**config.mk**
```make
export PLATFORM = sky130hd
export DESIGN_NAME = codec_cfg_bank_flat
export DESIGN_NICKNAME = d
export VERILOG_FILES = /design/src/codec_cfg_pkg.sv /design/src/codec_cmd_if.sv /design/src/codec_cfg_bank.sv /design/src/flat_wrapper.sv
export SDC_FILE = /design/constraint.sdc
export NUM_CORES = 1
export LEC_CHECK = 0
export CAP_MARGIN = 0
export CELL_PAD_IN_SITES_DETAIL_PLACEMENT = 1
export CELL_PAD_IN_SITES_GLOBAL_PLACEMENT = 2
export CORE_MARGIN = 4
export CORE_UTILIZATION = 37
export CTS_CLUSTER_DIAMETER = 120
export DETAILED_ROUTE_END_ITERATION = 12
export DONT_BUFFER_PORTS = 1
export GPL_TIMING_DRIVEN = 0
export PLACE_DENSITY_LB_ADDON = 0.1
export SYNTH_ARGS = -nofsm -noshare
export SYNTH_HDL_FRONTEND = slang
export SYNTH_SLANG_ARGS = --single-unit
```
**constraint.sdc**
```tcl
create_clock -name clk -period 1.98 [get_ports clk]
set_input_delay 0.099 -clock clk [delete_from_list [all_inputs] [get_ports clk]]
set_output_delay 0.099 -clock clk [all_outputs]
set_load 0.02 [all_outputs]
```
**src/codec_cfg_pkg.sv**
```systemverilog
// package: command codes, field positions and reset values of the codec
// configuration bank; shared by the device end and the host controller end
package codec_cfg_pkg;
	localparam logic [7:0] CMD_CFG_WR      = 8'h46;
	localparam logic [7:0] CMD_CFG_RD      = 8'h47;
	localparam logic [7:0] CMD_CHEN_WR     = 8'h4A;
	localparam logic [7:0] CMD_CHEN_RD     = 8'h4B;
	localparam logic [7:0] CMD_RT_RD       = 8'h4D;
	localparam logic [7:0] CMD_RT_RD_CLR   = 8'h4F;
	localparam logic [7:0] CMD_GAIN_WR     = 8'h50;
	localparam logic [7:0] CMD_GAIN_RD     = 8'h51;
	localparam logic [7:0] CMD_IO_WR       = 8'h52;
	localparam logic [7:0] CMD_IO_RD       = 8'h53;
	localparam int         CMD_RD_BIT      = 0;
	localparam int         CMD_CLR_BIT     = 1;
	// global configuration fields
	localparam int         CFG_IRQ_STYLE   = 7;
	localparam int         CFG_CHOP_SEL    = 6;
	localparam int         CFG_HWY_SIG     = 5;
	localparam int         CFG_CLK_SRC     = 4;
	localparam int         CFG_FREQ_LSB    = 0;
	localparam logic [7:0] CFG_RESET       = 8'h9A;
	localparam logic [3:0] FREQ_RESET_CODE = 4'hA;
	// channel enable and mode fields
	localparam int         CHEN_RBE        = 6;
	localparam int         CHEN_IDLE       = 5;
	localparam int         CHEN_LPM        = 4;
	localparam logic [7:0] CHEN_RESET      = 8'h0F;
	// gain and impedance scaling fields
	localparam int         GAIN_TX         = 6;
	localparam int         GAIN_RX         = 5;
	localparam logic [7:0] GAIN_RESET      = 8'h00;
	localparam logic [4:0] ISCALE_LOOPBACK = 5'h10;
	localparam logic [4:0] ISCALE_CUTOFF   = 5'h00;
	localparam logic [4:0] ISCALE_OFFSET   = 5'h10;
	// line I/O latch
	localparam int         IO_MUX_BIT      = 5;
	localparam logic [7:0] IO_RESET        = 8'h00;
	localparam logic [7:0] MASK_RESET      = 8'hFF;
	// chopper: 2048 kHz reference divided by 8 or 7
	localparam logic [2:0] CHOP_DIV_SLOW   = 3'h7;
	localparam logic [2:0] CHOP_DIV_FAST   = 3'h6;
	// host controller register offsets (Avalon word addresses)
	localparam logic [1:0] HOST_CMD_OFS    = 2'h0;
	localparam logic [1:0] HOST_WDATA_OFS  = 2'h1;
	localparam logic [1:0] HOST_STAT_OFS   = 2'h2;
	localparam logic [1:0] HOST_RDATA_OFS  = 2'h3;
endpackage : codec_cfg_pkg

```
**src/codec_cmd_if.sv**
```systemverilog
// interface: byte-wide command link between host controller and codec bank
// assumes both ends share clk; one transfer per valid cycle
`timescale 1ns/10ps
`default_nettype none
interface codec_cmd_if;
	logic       cmd_valid;
	logic [7:0] cmd_code;
	logic [7:0] cmd_wdata;
	logic       rsp_valid;
	logic [7:0] rsp_data;
	modport device (input cmd_valid, cmd_code, cmd_wdata,
		output rsp_valid, rsp_data);
	modport host (output cmd_valid, cmd_code, cmd_wdata,
		input rsp_valid, rsp_data);
endinterface : codec_cmd_if
`default_nettype wire

```
**src/codec_cfg_bank.sv**
```systemverilog
// codec configuration bank: decodes command bytes, holds the registers,
// drives the derived controls; assumes one command per valid cycle
//
// The Avalon-MM slave port and the address map were left to the implementer.
`timescale 1ns/10ps
`default_nettype none
// Behaviour
// - config at 46h write, 47h read
// - irq style 0 TTL, 1 open drain
// - chopper 2048/8 default, 2048/7 when set
// - highway signaling only when bit set
// - clock source pin, E1 allowed if 1
// - shared master frequency, reset code 1010
// - config access ignores channel enables
// - channel enable and mode at 4Ah/4Bh
// - robbed bit only with mu-law
// - idle output resistor or high impedance
// - low power while all channels inactive
// - channel enables gate commands, reset 0Fh; bank gates none, only drives chan_cmd_enable
// - realtime read 4Dh keeps, 4Fh clears irq
// - realtime byte order B4 A4 .. B1 A1
// - realtime read ignores channel enables
// - gain register 50h/51h, 6.02 dB bits
// - scale gain 0.0625 times code minus 16
// - code 10000 loopback, zero cuts off
// - line I/O latch at 52h/53h
// - latch drives only pins set as output
// - pin1 mux bit valid only with E1
// - reserved bits written zero, read undefined
// - masked realtime bits raise no interrupt
module codec_cfg_bank
	import codec_cfg_pkg::*;
(
	input  wire logic        clk,
	input  wire logic        rst,
	codec_cmd_if.device      cmd,
	input  wire logic [3:0]  chan_active,
	input  wire logic        mu_law_select,
	input  wire logic        e1_mux_enable,
	input  wire logic [7:0]  irq_mask_bit,
	input  wire logic [7:0]  line_inputs,
	input  wire logic [4:0]  line_io_dir,
	input  wire logic        chop_ref_tick,
	output logic             irq_n_o,
	output logic             irq_n_oe,
	output logic             chopper_tick,
	output logic             highway_signaling_enable,
	output logic             master_clock_source,
	output logic             e1_mux_permitted,
	output logic [3:0]       master_freq_select,
	output logic             master_freq_reserved,
	output logic             robbed_bit_active,
	output logic [3:0]       analog_out_idle_hiz,
	output logic             low_power_active,
	output logic [3:0]       chan_cmd_enable,
	output logic             tx_gain_boost,
	output logic             rx_loss_insert,
	output logic signed [5:0] impedance_scale_gain,
	output logic             full_digital_loopback,
	output logic             impedance_cutoff,
	output logic [4:0]       line_io_o,
	output logic [4:0]       line_io_oe,
	output logic             line_io_pin1_mux_bit
);
	logic [7:0] cfg_reg;
	logic [7:0] chen_reg;
	logic [7:0] gain_reg;
	logic [7:0] io_reg;
	logic [7:0] rt_reg;
	logic       irq_pend_reg;
	logic [2:0] chop_cnt_reg;
	logic       rsp_valid_reg;
	logic [7:0] rsp_data_reg;
	logic       rt_change;

	function automatic logic is_cmd(input logic [7:0] code,
		input logic [7:0] want);
		is_cmd = cmd.cmd_valid && (code == want);
	endfunction : is_cmd

	// global configuration, no channel gating
	always_ff @(posedge clk) begin
		if (rst)
			cfg_reg <= CFG_RESET;
		else if (is_cmd(cmd.cmd_code, CMD_CFG_WR))
			cfg_reg <= cmd.cmd_wdata;
	end

	always_ff @(posedge clk) begin
		if (rst)
			chen_reg <= CHEN_RESET;
		else if (is_cmd(cmd.cmd_code, CMD_CHEN_WR))
			chen_reg <= cmd.cmd_wdata;
	end

	always_ff @(posedge clk) begin
		if (rst)
			gain_reg <= GAIN_RESET;
		else if (is_cmd(cmd.cmd_code, CMD_GAIN_WR))
			gain_reg <= cmd.cmd_wdata;
	end

	// latched for every pin, input or output
	always_ff @(posedge clk) begin
		if (rst)
			io_reg <= IO_RESET;
		else if (is_cmd(cmd.cmd_code, CMD_IO_WR))
			io_reg <= cmd.cmd_wdata;
	end

	// snapshot of line inputs; change detect for the interrupt
	always_ff @(posedge clk) begin
		if (rst)
			rt_reg <= 8'h00;
		else
			rt_reg <= line_inputs;
	end

	assign rt_change = |((rt_reg ^ line_inputs) & ~irq_mask_bit);

	// set wins over a clearing read in the same cycle
	always_ff @(posedge clk) begin
		if (rst)
			irq_pend_reg <= 1'b0;
		else if (rt_change)
			irq_pend_reg <= 1'b1;
		else if (is_cmd(cmd.cmd_code, CMD_RT_RD_CLR))
			irq_pend_reg <= 1'b0;
	end

	// read answers: one cycle after the command; reserved bits echo latch
	always_ff @(posedge clk) begin
		if (rst) begin
			rsp_valid_reg <= 1'b0;
			rsp_data_reg  <= 8'h00;
		end else begin
			rsp_valid_reg <= 1'b0;
			if (cmd.cmd_valid && cmd.cmd_code[CMD_RD_BIT]) begin
				rsp_valid_reg <= 1'b1;
				case (cmd.cmd_code)
				CMD_CFG_RD:    rsp_data_reg <= cfg_reg;
				CMD_CHEN_RD:   rsp_data_reg <= chen_reg;
				CMD_RT_RD,
				CMD_RT_RD_CLR: rsp_data_reg <= rt_reg;
				CMD_GAIN_RD:   rsp_data_reg <= gain_reg;
				CMD_IO_RD:     rsp_data_reg <= io_reg;
				default:       rsp_data_reg <= 8'h00;
				endcase
			end
		end
	end
	assign cmd.rsp_valid = rsp_valid_reg;
	assign cmd.rsp_data  = rsp_data_reg;

	// chopper: count 8 or 7 ticks of the 2048 kHz reference
	always_ff @(posedge clk) begin
		if (rst)
			chop_cnt_reg <= 3'h0;
		else if (chop_ref_tick) begin
			if (chop_cnt_reg >= (cfg_reg[CFG_CHOP_SEL] ? CHOP_DIV_FAST
				: CHOP_DIV_SLOW))
				chop_cnt_reg <= 3'h0;
			else
				chop_cnt_reg <= chop_cnt_reg + 3'h1;
		end
	end
	assign chopper_tick = chop_ref_tick && (chop_cnt_reg == 3'h0);

	// open drain drives only low; TTL drives both levels
	assign irq_n_o  = ~irq_pend_reg;
	assign irq_n_oe = cfg_reg[CFG_IRQ_STYLE] ? irq_pend_reg : 1'b1;

	assign highway_signaling_enable = cfg_reg[CFG_HWY_SIG];
	assign master_clock_source = cfg_reg[CFG_CLK_SRC];
	assign e1_mux_permitted = cfg_reg[CFG_CLK_SRC] && e1_mux_enable;
	assign master_freq_select = cfg_reg[CFG_FREQ_LSB +: 4];
	// codes 0-2, 4-6, 8-10 valid; low pair 11 or high pair 11 reserved
	assign master_freq_reserved = (cfg_reg[1:0] == 2'b11) ||
		(cfg_reg[3:2] == 2'b11);

	assign robbed_bit_active = chen_reg[CHEN_RBE] && mu_law_select;
	assign analog_out_idle_hiz = {4{chen_reg[CHEN_IDLE]}} & ~chan_active;
	assign low_power_active = chen_reg[CHEN_LPM] && (chan_active == 4'h0);
	assign chan_cmd_enable = chen_reg[3:0];

	assign tx_gain_boost  = gain_reg[GAIN_TX];
	assign rx_loss_insert = gain_reg[GAIN_RX];
	// gain in sixteenths: code minus 16
	assign impedance_scale_gain = $signed({1'b0, gain_reg[4:0]})
		- $signed({1'b0, ISCALE_OFFSET});
	assign full_digital_loopback = gain_reg[4:0] == ISCALE_LOOPBACK;
	assign impedance_cutoff = gain_reg[4:0] == ISCALE_CUTOFF;

	assign line_io_o  = io_reg[4:0];
	assign line_io_oe = line_io_dir;
	assign line_io_pin1_mux_bit = io_reg[IO_MUX_BIT] && e1_mux_enable;
endmodule : codec_cfg_bank
`default_nettype wire

```
**src/flat_wrapper.sv**
```systemverilog
// flat-port wrapper written by rule: the top's interface ports become plain ports
module codec_cfg_bank_flat import codec_cfg_pkg::*;
  (clk, rst, chan_active, mu_law_select, e1_mux_enable, irq_mask_bit, line_inputs, line_io_dir, chop_ref_tick, irq_n_o, irq_n_oe, chopper_tick, highway_signaling_enable, master_clock_source, e1_mux_permitted, master_freq_select, master_freq_reserved, robbed_bit_active, analog_out_idle_hiz, low_power_active, chan_cmd_enable, tx_gain_boost, rx_loss_insert, impedance_scale_gain, full_digital_loopback, impedance_cutoff, line_io_o, line_io_oe, line_io_pin1_mux_bit, cmd_cmd_valid, cmd_cmd_code, cmd_cmd_wdata, cmd_rsp_valid, cmd_rsp_data);
  codec_cmd_if cmd_i ();
  input  wire logic clk;
  input  wire logic rst;
  input  wire logic [3:0] chan_active;
  input  wire logic mu_law_select;
  input  wire logic e1_mux_enable;
  input  wire logic [7:0] irq_mask_bit;
  input  wire logic [7:0] line_inputs;
  input  wire logic [4:0] line_io_dir;
  input  wire logic chop_ref_tick;
  output logic irq_n_o;
  output logic irq_n_oe;
  output logic chopper_tick;
  output logic highway_signaling_enable;
  output logic master_clock_source;
  output logic e1_mux_permitted;
  output logic [3:0] master_freq_select;
  output logic master_freq_reserved;
  output logic robbed_bit_active;
  output logic [3:0] analog_out_idle_hiz;
  output logic low_power_active;
  output logic [3:0] chan_cmd_enable;
  output logic tx_gain_boost;
  output logic rx_loss_insert;
  output logic signed [5:0] impedance_scale_gain;
  output logic full_digital_loopback;
  output logic impedance_cutoff;
  output logic [4:0] line_io_o;
  output logic [4:0] line_io_oe;
  output logic line_io_pin1_mux_bit;
  input wire logic [$bits(cmd_i.cmd_valid)-1:0] cmd_cmd_valid;
  input wire logic [$bits(cmd_i.cmd_code)-1:0] cmd_cmd_code;
  input wire logic [$bits(cmd_i.cmd_wdata)-1:0] cmd_cmd_wdata;
  output wire logic [$bits(cmd_i.rsp_valid)-1:0] cmd_rsp_valid;
  output wire logic [$bits(cmd_i.rsp_data)-1:0] cmd_rsp_data;
  assign cmd_i.cmd_valid = cmd_cmd_valid;
  assign cmd_i.cmd_code = cmd_cmd_code;
  assign cmd_i.cmd_wdata = cmd_cmd_wdata;
  assign cmd_rsp_valid = cmd_i.rsp_valid;
  assign cmd_rsp_data = cmd_i.rsp_data;
  codec_cfg_bank u_core (.clk(clk), .rst(rst), .cmd(cmd_i), .chan_active(chan_active), .mu_law_select(mu_law_select), .e1_mux_enable(e1_mux_enable), .irq_mask_bit(irq_mask_bit), .line_inputs(line_inputs), .line_io_dir(line_io_dir), .chop_ref_tick(chop_ref_tick), .irq_n_o(irq_n_o), .irq_n_oe(irq_n_oe), .chopper_tick(chopper_tick), .highway_signaling_enable(highway_signaling_enable), .master_clock_source(master_clock_source), .e1_mux_permitted(e1_mux_permitted), .master_freq_select(master_freq_select), .master_freq_reserved(master_freq_reserved), .robbed_bit_active(robbed_bit_active), .analog_out_idle_hiz(analog_out_idle_hiz), .low_power_active(low_power_active), .chan_cmd_enable(chan_cmd_enable), .tx_gain_boost(tx_gain_boost), .rx_loss_insert(rx_loss_insert), .impedance_scale_gain(impedance_scale_gain), .full_digital_loopback(full_digital_loopback), .impedance_cutoff(impedance_cutoff), .line_io_o(line_io_o), .line_io_oe(line_io_oe), .line_io_pin1_mux_bit(line_io_pin1_mux_bit));
endmodule
```
# Word level (Yosys, flattened, before mapping)
# Cells that the tools add are included.
[op_classes]
n_bitwise = 6
eq_ne = 13
reduce_logical = 18
addsub = 2
magnitude_cmp = 1
n_mux = 7
[ops]
columns = ["op", "n"]
rows = [
  ["== test 8 x 7 -> 1 bit, second input constant", 10],
  ["case mux 8 bit (5 select lines)", 1],
  ["logical AND 1 bit", 11],
  ["AND 8 bit", 1],
  ["inverter 8 bit", 1],
  ["OR reduction 8 bit", 1],
  ["XOR 8 bit", 1],
  ["subtractor 5 x 5 -> 6 bit, second input constant", 1],
  ["== test 5 bit, second input constant", 1],
  ["logical NOT 5 bit", 1],
  ["2-to-1 mux 1 bit", 5],
  ["AND 4 bit", 1],
  ["== test 2 bit, second input constant", 2],
  ["logical NOT 4 bit", 1],
  ["inverter 4 bit", 1],
  ["adder 3 x 1 -> 3 bit, second input constant", 1],
  ["greater-or-equal comparator 3 bit", 1],
  ["logical NOT 3 bit", 1],
  ["2-to-1 mux 3 bit", 1],
  ["nonzero test 2 bit", 1],
  ["OR reduction 2 bit", 1],
  ["logical OR 1 bit", 1],
  ["inverter 1 bit", 1],
]
[word_totals]
input_bits = 47
out_inout_bits = 51
word_cells = 56
regBits = 53

# Longest topological paths before layout
# Gate-level depths: netlist of the first run.
[depth]
word_depth = 4
ltp_mapped = 6
mapped_depth_nobuf = 5

# Worst setup path before layout of the first run
# No wires, ideal clock.
[synth_path]
path_type = "input port to flip-flop"
start = "input cmd_cmd_code[5]"
end = "register u_core.cfg_reg[7]"
t_arrival_ns = 1.536
slack_ns = 0.325
required_ns = 1.860
setup_time_ns = 0.120
n_path_buf = 2
path_stages = 6
cell_sequence = "or4b_4 -> buf_6 -> nor4b_4 -> buf_6 -> nor2b_1 -> a211o_1"
[synth_between]
elab_chain_len = 2
[synth_rtl]
columns = ["element", "line_no", "source"]
rows = [
  ["start: declaration", "flat_wrapper.sv:35", "input wire logic [$bits(cmd_i.cmd_code)-1:0] cmd_cmd_code;"],
  ["== test 8 x 7 -> 1 bit", "codec_cfg_bank.sv:78", "is_cmd = cmd.cmd_valid && (code == want);"],
  ["logical AND 1 bit", "codec_cfg_bank.sv:78", ""],
  ["end signal: assignment", "codec_cfg_bank.sv:86", "cfg_reg <= cmd.cmd_wdata;"],
  ["end: declaration", "codec_cfg_bank.sv:65", "logic [7:0] cfg_reg;"],
]
# Every way passes these cells.
# A chain may end at the register's enable or synchronous reset.

# Final worst setup path of the first run
[layout_path]
start = "input cmd_cmd_code[5]"
end = "register u_core.rsp_data_reg[1] (netlist: u_core.cmd.rsp_data[1])"
[layout_between]
elab_chain_len = 3
word_cells_on_any_way = 8
cone_classes = "eq/ne: 6; mux: 1; reduce/logical: 1"
[layout_rtl]
columns = ["element", "line_no", "source"]
rows = [
  ["== test 8 x 7 -> 1 bit", "codec_cfg_bank.sv:140", "case (cmd.cmd_code)"],
  ["OR reduction 2 bit", "codec_cfg_bank.sv:140", ""],
  ["case mux 8 bit (5 select lines) (*)", "codec_cfg_bank.sv:140", ""],
  ["end signal: assignment", "codec_cfg_bank.sv:141", "CMD_CFG_RD: rsp_data_reg <= cfg_reg;"],
  ["end signal: assignment", "codec_cfg_bank.sv:142", "CMD_CHEN_RD: rsp_data_reg <= chen_reg;"],
  ["end signal: assignment", "codec_cfg_bank.sv:144", "CMD_RT_RD_CLR: rsp_data_reg <= rt_reg;"],
  ["end: declaration", "codec_cfg_bank.sv:73", "logic [7:0] rsp_data_reg;"],
]
# Every way passes the cells marked *; elsewhere a longest branch is shown, timed or not.

==> summary.txt, run 1 <==
STA
  – Max-slew headroom: 51.09%
  – Fin crit share: 83.98%
  – Final setup viols: 0
  – Worst-margin pin slew: 0.7276 ns
  – F_max: 601.4 MHz
  – Final min period: 1.663 ns
  – Final Skew: 0.01102 ns
  – WHS: 0.04193 ns
  – Max Slew Vio Count: 0
  – Post-layout worst setup margin: 0.3171 ns
  – RSZ-0062 raised after global routing: no
  – Setup TNS: 0 ns
  – Final hold viol count: 0

Placed design
  – Gp weighted congestion: 0.7554
  – Pre-CTS WS: 0.04831 ns
  – DPL Wire Length: 5.740 mm
  – # port buffers: 0

Yosys
  – Ys async rst share: 0%
  – Syn avg cell area: 9.584 um2
  – Syn Nets: 329
  – Yosys warns: 0
  – Synth top cells by count: 53 x dfxtp_1, 38 x nor2_1, 25 x mux2i_1, 24 x buf_4, 22 x nor2b_1
  – Share of the synthesized area in the top cell type: 39.68%
  – Sequential area share after synthesis: 39.68%
  – EDFF count, synth: 0
  – Cell Area, Synth: 0.002674 mm2
  – Flops & latches, synth: 53
  – Synth Instances: 279
  – Largest area contributor in the netlist: dfxtp_1
  – Area contributors post-synth: dfxtp_1 40%, mux2i_1 9.4%, buf_4 6.7%
  – Synth Flop Type: dfxtp_1
  – Yosys cell types: 43
  – Top-count cell post-synth: dfxtp_1

Setup path
  – Worst Path Class, Setup: in2reg
  – Worst setup EP type: flop
  – Worst R2R End: u_core.chop_cnt_reg[1]$_SDFFE_PP0P_
  – Reg-to-reg startpoint: u_core.chop_cnt_reg[0]$_SDFFE_PP0P_
  – Startpoint types: input pin
  – Crit path max fanout: 7
  – R2R cell count: 5
  – Crit path required time: 2.20 ns
  – R2r setup slk: 0.67 ns
  – CP arrival: 1.88 ns

Floorplanning
  – IO Pins: 98
  – Initial Utilization: 38.71%
  – Row count: 30
  – Die Ht: 93.01 um
  – Core area: 0.006907 mm2
  – Die X: 93.01 um
  – Die ar.: 0.008651 mm2

Global route
  – Antenna violations before repair: 0
  – Vias in the first global route: 2199
  – First-pass GRT wire length: 11.67 mm
  – Largest net degree at the start of global routing: 16
  – Grt ovf: 0
  – Total track usage: 17.58%

CTS
  – TritonCTS Buffers: 5
  – Post-CTS setup buffers: 0
  – CTS max path bufs: 2
  – CTS tree: built
  – Clk slew on worst S/H paths: 0.09 ns
  – Latest clock arrival within the worst-skew pair: 0.31 ns
  – Clock root cell: clkbuf_8
  – H-tree levels: 2
  – Clock sink count: 53
  – # resized after CTS: 0

Min path
  – Worst hold start: cmd_cmd_code[0]
  – Hold Crit Depth: 2
  – Worst Hold End: u_core.irq_pend_reg$_SDFFE_PP0P_
  – HP Class: in2reg

Detailed routing
  – Detailed Route WL: 7.416 mm
  – Initial drt markers: 64
  – Vias: 2064
  – DR pass1 iterations: 4
  – DRC viols: 0
  – WL per Instance: 18.54 um
  – Antenna Nets Post-Route: 0
  – DR vias/cell: 5.160

Pwr
  – Lkg Pwr: 0.001248 uW
  – P_sw: 507.7 uW
  – Int Power: 1600 uW
  – PD cells: 684.4 mW/mm2
  – VDD IR-drop max: 308.6 uV
  – Comb power frac: 10.0%
  – Clock share of power: 36.7%
  – Switching share of power: 24.09%
  – Flop pwr share: 53.3%

Flow run
  – Maxcap violations: 0

Cells and area
  – Nets: 353
  – Fill cells: 820
  – Share of cells above drive strength 1: 16.12%
  – Number of diodes: 0
  – P&R area growth vs syn: 15.21%

Status
  – Status: completed
-- critical path, cell delays in order --
cell and delay, ns:
or4b_4 0.52, buf_6 0.16, nor4_2 0.62, a22oi_1 0.20, a211oi_1 0.27
-- kinds of logic (layout without fill, tap and decap cells) --
family / Yosys count / count (layout) / share of synthesized area, %
and+or+nand+nor: 95 / 95 / 20.92
muxes: 31 / 31 / 11.89
buffers and inverters: 42 / 67 / 9.920
AOI/OAI and AO/OA: 45 / 45 / 12.91
xor gates and xnor gates: 10 / 10 / 3.276
adders and majority gates: 3 / 3 / 1.404
DFF: 53 / 53 / 39.68
-- through the flow --
| step | total power, uW | utilization (%) | instances | instance area [um2] |
|---|---|---|---|---|
| 6_report | 2108 | 44.60 | 400 | 3080 |
| 5_1_grt | 2215 | 44.60 | 400 | 3080 |
| 4_1_cts | 2132 | 44.60 | 400 | 3080 |
| 3_5_place_dp | 1326 | 40.45 | 375 | 2794 |
| 3_3_place_gp | 1324 | 40.45 | 375 | 2794 |
| 2_1_floorplan | 1285 | - | 279 | 2674 |
-- power by group through the flow --
stage | combinational (uW) | sequential, uW | clock (uW)
3_5_place_dp | 176 | 1150 | 0
4_1_cts | 214 | 1120 | 793
3_3_place_gp | 174 | 1150 | 0
6_report | 212 | 1120 | 773
5_1_grt | 236 | 1130 | 852
2_1_floorplan | 144 | 1140 | 0
-- how the worst max path moves through the flow --
stage | from | to | cells after the start
after CTS | cmd_cmd_code[5] | u_core.cmd.rsp_data[1]$_SDFFE_PP0P_ | 5
final | cmd_cmd_code[5] | u_core.cmd.rsp_data[1]$_SDFFE_PP0P_ | 5
after floorplan | cmd_cmd_code[5] | u_core.cfg_reg[7]$_SDFFE_PP1P_ | 6
after detailed placement | cmd_cmd_code[5] | u_core.cmd.rsp_data[1]$_SDFFE_PP0P_ | 5
after global routing | cmd_cmd_code[5] | u_core.cmd.rsp_data[1]$_SDFFE_PP0P_ | 5
after global placement | cmd_cmd_code[5] | u_core.cmd.rsp_data[5]$_SDFFE_PP0P_ | 5
-- area by class of cell --
cell class / instances / area (um2) / area share [%]
multi-input combinational: 184 / 1348 / 43.74
sequential: 53 / 1061 / 34.44
buffer: 36 / 242.7 / 7.880
timing repair buffer: 17 / 170.2 / 5.524
tap: 96 / 120.1 / 3.899
clock buffer: 7 / 86.33 / 2.803
clock inverter: 1 / 30.03 / 0.9748
inverter: 6 / 22.52 / 0.7311
-- placed cells by master (no fill, tap or decap), types with 3 or more instances in the layout --
| cell type | n |
|---|---|
| a211o_1 | 8 |
| a211oi_1 | 7 |
| a21oi_1 | 4 |
| a221oi_1 | 5 |
| a22o_1 | 4 |
| a22oi_1 | 7 |
| and2_1 | 6 |
| buf_4 | 24 |
| clkbuf_1 | 8 |
| clkbuf_8 | 6 |
| dfxtp_1 | 53 |
| dlygate4sd3_1 | 17 |
| ha_1 | 3 |
| inv_1 | 6 |
| mux2_2 | 6 |
| mux2i_1 | 25 |
| nand2_1 | 7 |
| nor2_1 | 38 |
| nor2b_1 | 22 |
| nor3b_1 | 3 |
| o22ai_1 | 4 |
| xnor2_1 | 9 |
-- metal layers --
metal | share of wire, % | global-route usage, % | wire, um | up-vias
met5 | 0 | 0 | 0 | -
met4 | 0.80 | 3.297 | 59 | 0
met3 | 6.4 | 4.586 | 476 | 6
met2 | 49 | 30.23 | 3623 | 67
met1 | 44 | 22.33 | 3256 | 988
li1 | - | - | - | 1003
-- repair_timing --
action	4_1_cts	5_1_grt
hold buffers	17	0
hold endpoints to repair	43	0
endpoints found under the setup margin	0	0
Note: power is estimated with default switching activity, not from simulation.
==> run 2, diff against run 1 <==
--- a/config.mk
+++ b/config.mk
@@ -9,7 +9,7 @@
 export CELL_PAD_IN_SITES_DETAIL_PLACEMENT = 1
 export CELL_PAD_IN_SITES_GLOBAL_PLACEMENT = 2
 export CORE_MARGIN = 4
-export CORE_UTILIZATION = 37
+export CORE_UTILIZATION = 33
 export CTS_CLUSTER_DIAMETER = 120
 export DETAILED_ROUTE_END_ITERATION = 12
 export DONT_BUFFER_PORTS = 1
==> constraint.sdc (replaced) <==
create_clock -name clk -period 1.5 [get_ports clk]
set_input_delay 0.075 -clock clk [delete_from_list [all_inputs] [get_ports clk]]
set_output_delay 0.075 -clock clk [all_outputs]
set_load 0.02 [all_outputs]
==> run 2 against run 1 <==
Sequential share of layout area down 0.33 points. Die area up 11%. Final cell count up 2.0%. Wire length up 4.7%. Hold slack worse by 0.021 ns. Register-to-register slack worse by 0.47 ns. Non-clock buffer count up 2. Setup slack worse by 0.25 ns. Global-route usage down 1.2 points. Flip-flop and latch count unchanged. Clock power up 7.8%. Critical path type unchanged. Largest cell class unchanged. Largest power group unchanged.
==> summary.txt, run 2 (synthesized netlist as in run 1, its figures left out) <==
Detailed routing
  – DR pass1 iterations: 4
  – DR vias/cell: 5.199
  – WL per Instance: 19.04 um
  – DRC viols: 0
  – Detailed Route WL: 7.768 mm
  – Vias: 2121
  – Antenna Nets Post-Route: 0
  – Initial drt markers: 48

Cells and area
  – Non-filler cells in the finished layout: 408
  – Post-Layout Inst Area: 0.003110 mm2
  – Nets: 355
  – Share of cells above drive strength 1: 17.65%
  – Most frequent cells in the layout: 53 x dfxtp_1, 37 x nor2_1, 26 x buf_4
  – Commonest non-fill, non-tap cell in the layout: dfxtp_1
  – Number of diodes: 0
  – Fill cells: 899
  – P&R area growth vs syn: 16.33%

Floorplanning
  – Initial Utilization: 34.25%
  – Row count: 32
  – Die Ht: 98.02 um
  – Die X: 98.02 um
  – IO Pins: 98
  – Core area: 0.007807 mm2
  – Die ar.: 0.009607 mm2

Global route
  – Total track usage: 16.41%
  – Largest net degree at the start of global routing: 17
  – Grt ovf: 0
  – First-pass GRT wire length: 12.48 mm
  – Antenna violations before repair: 0
  – Vias in the first global route: 2277

Setup path
  – CP arrival: 1.62 ns
  – Slowest CP cell: or4b_4
  – Crit path max fanout: 10
  – Crit path max-delay family: simple AND/OR/NAND/NOR gates
  – Crit path required time: 1.69 ns
  – CP Buf/Inv Count: 2
  – Max stage delay on crit path: 0.53 ns
  – Worst setup EP type: flop
  – Startpoint types: input pin
  – Worst Path Class, Setup: in2reg
  – Crit-path cells: or4b_4 > buf_8 > nor4b_4 > buf_6 > mux2i_1 > nor2_1

Flow run
  – Maxcap violations: 0

CTS
  – Clock sink count: 53
  – CTS max path bufs: 2
  – H-tree levels: 2
  – CTS tree: built
  – Clock root cell: clkbuf_8
  – TritonCTS Buffers: 5
  – Latest clock arrival within the worst-skew pair: 0.31 ns
  – Clk slew on worst S/H paths: 0.10 ns

STA
  – Setup TNS: 0 ns
  – Final setup viols: 0
  – Final hold viol count: 0
  – F_max: 695.5 MHz
  – Fin crit share: 95.85%
  – Max-slew headroom: 55.64%
  – Worst-margin pin slew: 0.6636 ns
  – Final Skew: 0.009852 ns
  – Max Slew Vio Count: 0
  – Final min period: 1.438 ns
  – RSZ-0062 raised after global routing: no
  – WHS: 0.02059 ns

Pwr
  – Total power draw: 2597 uW
  – PD cells: 835.1 mW/mm2
  – Lkg Pwr: 0.001264 uW
  – VDD IR-drop max: 377.4 uV

Placed design
  – # port buffers: 0
  – DPL Wire Length: 5.891 mm
  – DP Area: 0.002811 mm2
  – Gp weighted congestion: 0.7394
  – Placed insts: 381

Status
  – Status: completed

Min path
  – HP Class: in2reg
## run 2: where the power goes
group	total (uW)	internal, uW	switching (uW)
clock network	833	335	498
registers	1480	1440	43.4
logic	281	128	152
total	2600	1900	694
## run 2: per-layer routing
layer	global-route usage [%]	part of all wire, %	up-vias
met5	0	0	-
met4	3.514	0.86	0
met3	4.429	6.6	7
met2	27.80	48	60
met1	20.94	44	1045
li1	-	-	1009
## run 2: final cells by class
cell class	instances	area (um2)	area share, %
inverters	6	22.52	0.7241
multi-input cells	184	1375	44.21
flip-flops and latches	53	1061	34.11
clock buffers	6	72.57	2.333
well taps	102	127.6	4.103
plain buffers	36	252.7	8.125
repair buffers	19	185.2	5.953
clock inverters	2	13.76	0.4425
## run 2: path summary, 6_finish.rpt
path                                       start                             endpoint  slack [ns]  cells past startpoint
max                              cmd_cmd_code[7]       u_core.cfg_reg[6]$_SDFFE_PP0P_        0.06                      6
min reg2reg      u_core.gain_reg[7]$_SDFFE_PP0P_      u_core.gain_reg[7]$_SDFFE_PP0P_        0.51                      2
max reg2reg  u_core.chop_cnt_reg[0]$_SDFFE_PP0P_  u_core.chop_cnt_reg[1]$_SDFFE_PP0P_        0.20                      5
min                              cmd_cmd_code[0]     u_core.irq_pend_reg$_SDFFE_PP0P_        0.02                      2
## run 2: what timing repair did
action | 4_1_cts | 5_1_grt
buffers inserted | 0 | 2
hold endpoints to repair | 43 | 0
setup endpoints to repair | 5 | 10
pin swaps | 0 | 1
hold buffers | 17 | 0
gates resized for setup | 2 | 3
## run 2: metrics by stage
| step | worst slack (ns) | utilization [%] |
|---|---|---|
| 6_report | 0.06225 | 39.84 |
| 5_1_grt | 0.0002507 | 39.84 |
| 3_3_place_gp | -0.3560 | 36.01 |
| 2_1_floorplan | -0.1172 | - |
| 4_1_cts | 0.04043 | 39.49 |
| 3_5_place_dp | -0.3316 | 36.01 |
==> run 3, diff against run 2 <==
--- a/config.mk
+++ b/config.mk
@@ -9,8 +9,9 @@
 export CELL_PAD_IN_SITES_DETAIL_PLACEMENT = 1
 export CELL_PAD_IN_SITES_GLOBAL_PLACEMENT = 2
 export CORE_MARGIN = 4
-export CORE_UTILIZATION = 33
+export CORE_UTILIZATION = 38
 export CTS_CLUSTER_DIAMETER = 120
+export CTS_CLUSTER_SIZE = 28
 export DETAILED_ROUTE_END_ITERATION = 12
 export DONT_BUFFER_PORTS = 1
 export GPL_TIMING_DRIVEN = 0
==> constraint.sdc (replaced) <==
create_clock -name clk -period 1.7 [get_ports clk]
set_input_delay 0.085 -clock clk [delete_from_list [all_inputs] [get_ports clk]]
set_output_delay 0.085 -clock clk [all_outputs]
set_load 0.02 [all_outputs]
==> run 3 against run 2 <==
Via count fell by 3.4%. Utilization is 5.5 points higher. First-iteration DRC count increased by 29%. Global-route usage increased by 1.6 points. Critical path type unchanged. Die area decreased by 12%. Clock power up 20%. Combinational power fell by 13%. Clock skew fell by 0.0068 ns. Wire length fell by 3.5%. Sequential power shrank 11%. Flip-flop and latch count unchanged. Final cell count decreased by 2.0%.
==> summary.txt, run 3 (synthesized netlist as in run 1, its figures left out) <==
STA
  – Max-slew headroom: 54.36%
  – Setup TNS: 0 ns
  – WHS: 0.02434 ns
  – Final min period: 1.583 ns
  – Worst-margin pin slew: 0.6790 ns
  – Final hold viol count: 0
  – F_max: 631.6 MHz
  – Max Slew Vio Count: 0
  – RSZ-0062 raised after global routing: no
  – Final Skew: 0.003026 ns
  – Fin crit share: 93.13%
  – Final setup viols: 0
  – Post-layout worst setup margin: 0.1168 ns

Floorplanning
  – Die ar.: 0.008442 mm2
  – IO Pins: 98
  – Row count: 30
  – Die Ht: 91.88 um
  – Core area: 0.006832 mm2
  – Initial Utilization: 39.14%
  – Die X: 91.88 um

CTS
  – CTS tree: built
  – TritonCTS Buffers: 5
  – Latest clock arrival within the worst-skew pair: 0.31 ns
  – Clk slew on worst S/H paths: 0.09 ns
  – Post-CTS setup buffers: 0
  – Cts hold-fix bufs: 17
  – H-tree levels: 2
  – Clock sink count: 53
  – CTS max path bufs: 2
  – Clock root cell: clkbuf_8
  – # resized after CTS: 0

Cells and area
  – Most frequent cells in the layout: 53 x dfxtp_1, 38 x nor2_1, 25 x mux2i_1
  – Share of cells above drive strength 1: 16.45%
  – Post-Layout Inst Area: 0.003098 mm2
  – Nets: 353
  – Commonest non-fill, non-tap cell in the layout: dfxtp_1
  – Number of diodes: 0
  – P&R area growth vs syn: 15.86%

Global route
  – Antenna violations before repair: 0
  – Largest net degree at the start of global routing: 17
  – Total track usage: 17.98%
  – Grt ovf: 0
  – First-pass GRT wire length: 11.65 mm
  – Vias in the first global route: 2203

Pwr
  – Flop pwr share: 51.2%
  – Total power draw: 2558 uW
  – Switching share of power: 23.07%
  – Clock share of power: 39.3%
  – Lkg Pwr: 0.001257 uW
  – Int Power: 1968 uW
  – PD cells: 825.8 mW/mm2
  – VDD IR-drop max: 439.3 uV
  – Comb power frac: 9.6%
  – P_sw: 590.1 uW

Detailed routing
  – Detailed Route WL: 7.499 mm
  – Antenna Nets Post-Route: 0
  – Vias: 2048
  – Initial drt markers: 62
  – DR vias/cell: 5.120
  – DRC viols: 0
  – DR pass1 iterations: 4
  – WL per Instance: 18.75 um

Setup path
  – Worst setup EP type: flop
  – Startpoint types: input pin
  – Crit path required time: 1.92 ns
  – Worst Path Class, Setup: in2reg
  – Crit path max fanout: 7
  – CP arrival: 1.81 ns

Placed design
  – Pre-CTS WS: -0.1808 ns
  – DPL Wire Length: 5.742 mm
  – DP Area: 0.002794 mm2
  – Gp weighted congestion: 0.7560
  – # port buffers: 0

Flow run
  – Maxcap violations: 0

Status
  – Status: completed

Min path
  – HP Class: in2reg
-- run 3: worst max-delay path, stage by stage --
cell,delay [ns]
or4b_4,0.52
buf_6,0.16
nor4_2,0.58
a22oi_1,0.21
a211oi_1,0.25
-- run 3: cell type report --
| type | count | area (um2) |
|---|---|---|
| buffer | 36 | 242.7 |
| clock buffer | 5 | 68.82 |
| clock inverter | 3 | 65.06 |
| fill | 807 | 3734 |
| inverter | 6 | 22.52 |
| multi-input combinational | 184 | 1348 |
| sequential | 53 | 1061 |
| tap | 96 | 120.1 |
| timing repair buffer | 17 | 170.2 |
-- run 3: path summary, 6_finish.rpt --
check	startpoint	to	cells after the start	slack, ns
setup / recovery	cmd_cmd_code[5]	u_core.cmd.rsp_data[2]$_SDFFE_PP0P_	5	0.12
hold / removal	cmd_cmd_code[0]	u_core.irq_pend_reg$_SDFFE_PP0P_	2	0.02
setup reg to reg	u_core.chop_cnt_reg[0]$_SDFFE_PP0P_	u_core.chop_cnt_reg[2]$_SDFFE_PP0P_	5	0.39
hold reg to reg	u_core.gain_reg[7]$_SDFFE_PP0P_	u_core.gain_reg[7]$_SDFFE_PP0P_	2	0.50
-- run 3: layer usage --
metal / GRT usage [%] / vias up / routed length (um)
li1: - / 1004 / -
met1: 22.72 / 979 / 3354
met2: 30.60 / 57 / 3677
met3: 4.512 / 8 / 396
met5: 0 / - / 0
met4: 4.455 / 0 / 70
-- run 3: stage by stage --
stage | util, % | std cells
floorplan | - | 279
global placement | 40.90 | 375
detailed placement | 40.90 | 375
CTS | 45.35 | 400
global route | 45.35 | 400
finish | 45.35 | 400
-- run 3: power groups by stage --
stage / logic [uW] / registers [uW] / clock network, uW
4_1_cts: 249 / 1310 / 1030
6_report: 245 / 1310 / 1000
5_1_grt: 273 / 1310 / 1090
3_5_place_dp: 206 / 1340 / 0
2_1_floorplan: 167 / 1330 / 0
3_3_place_gp: 202 / 1340 / 0
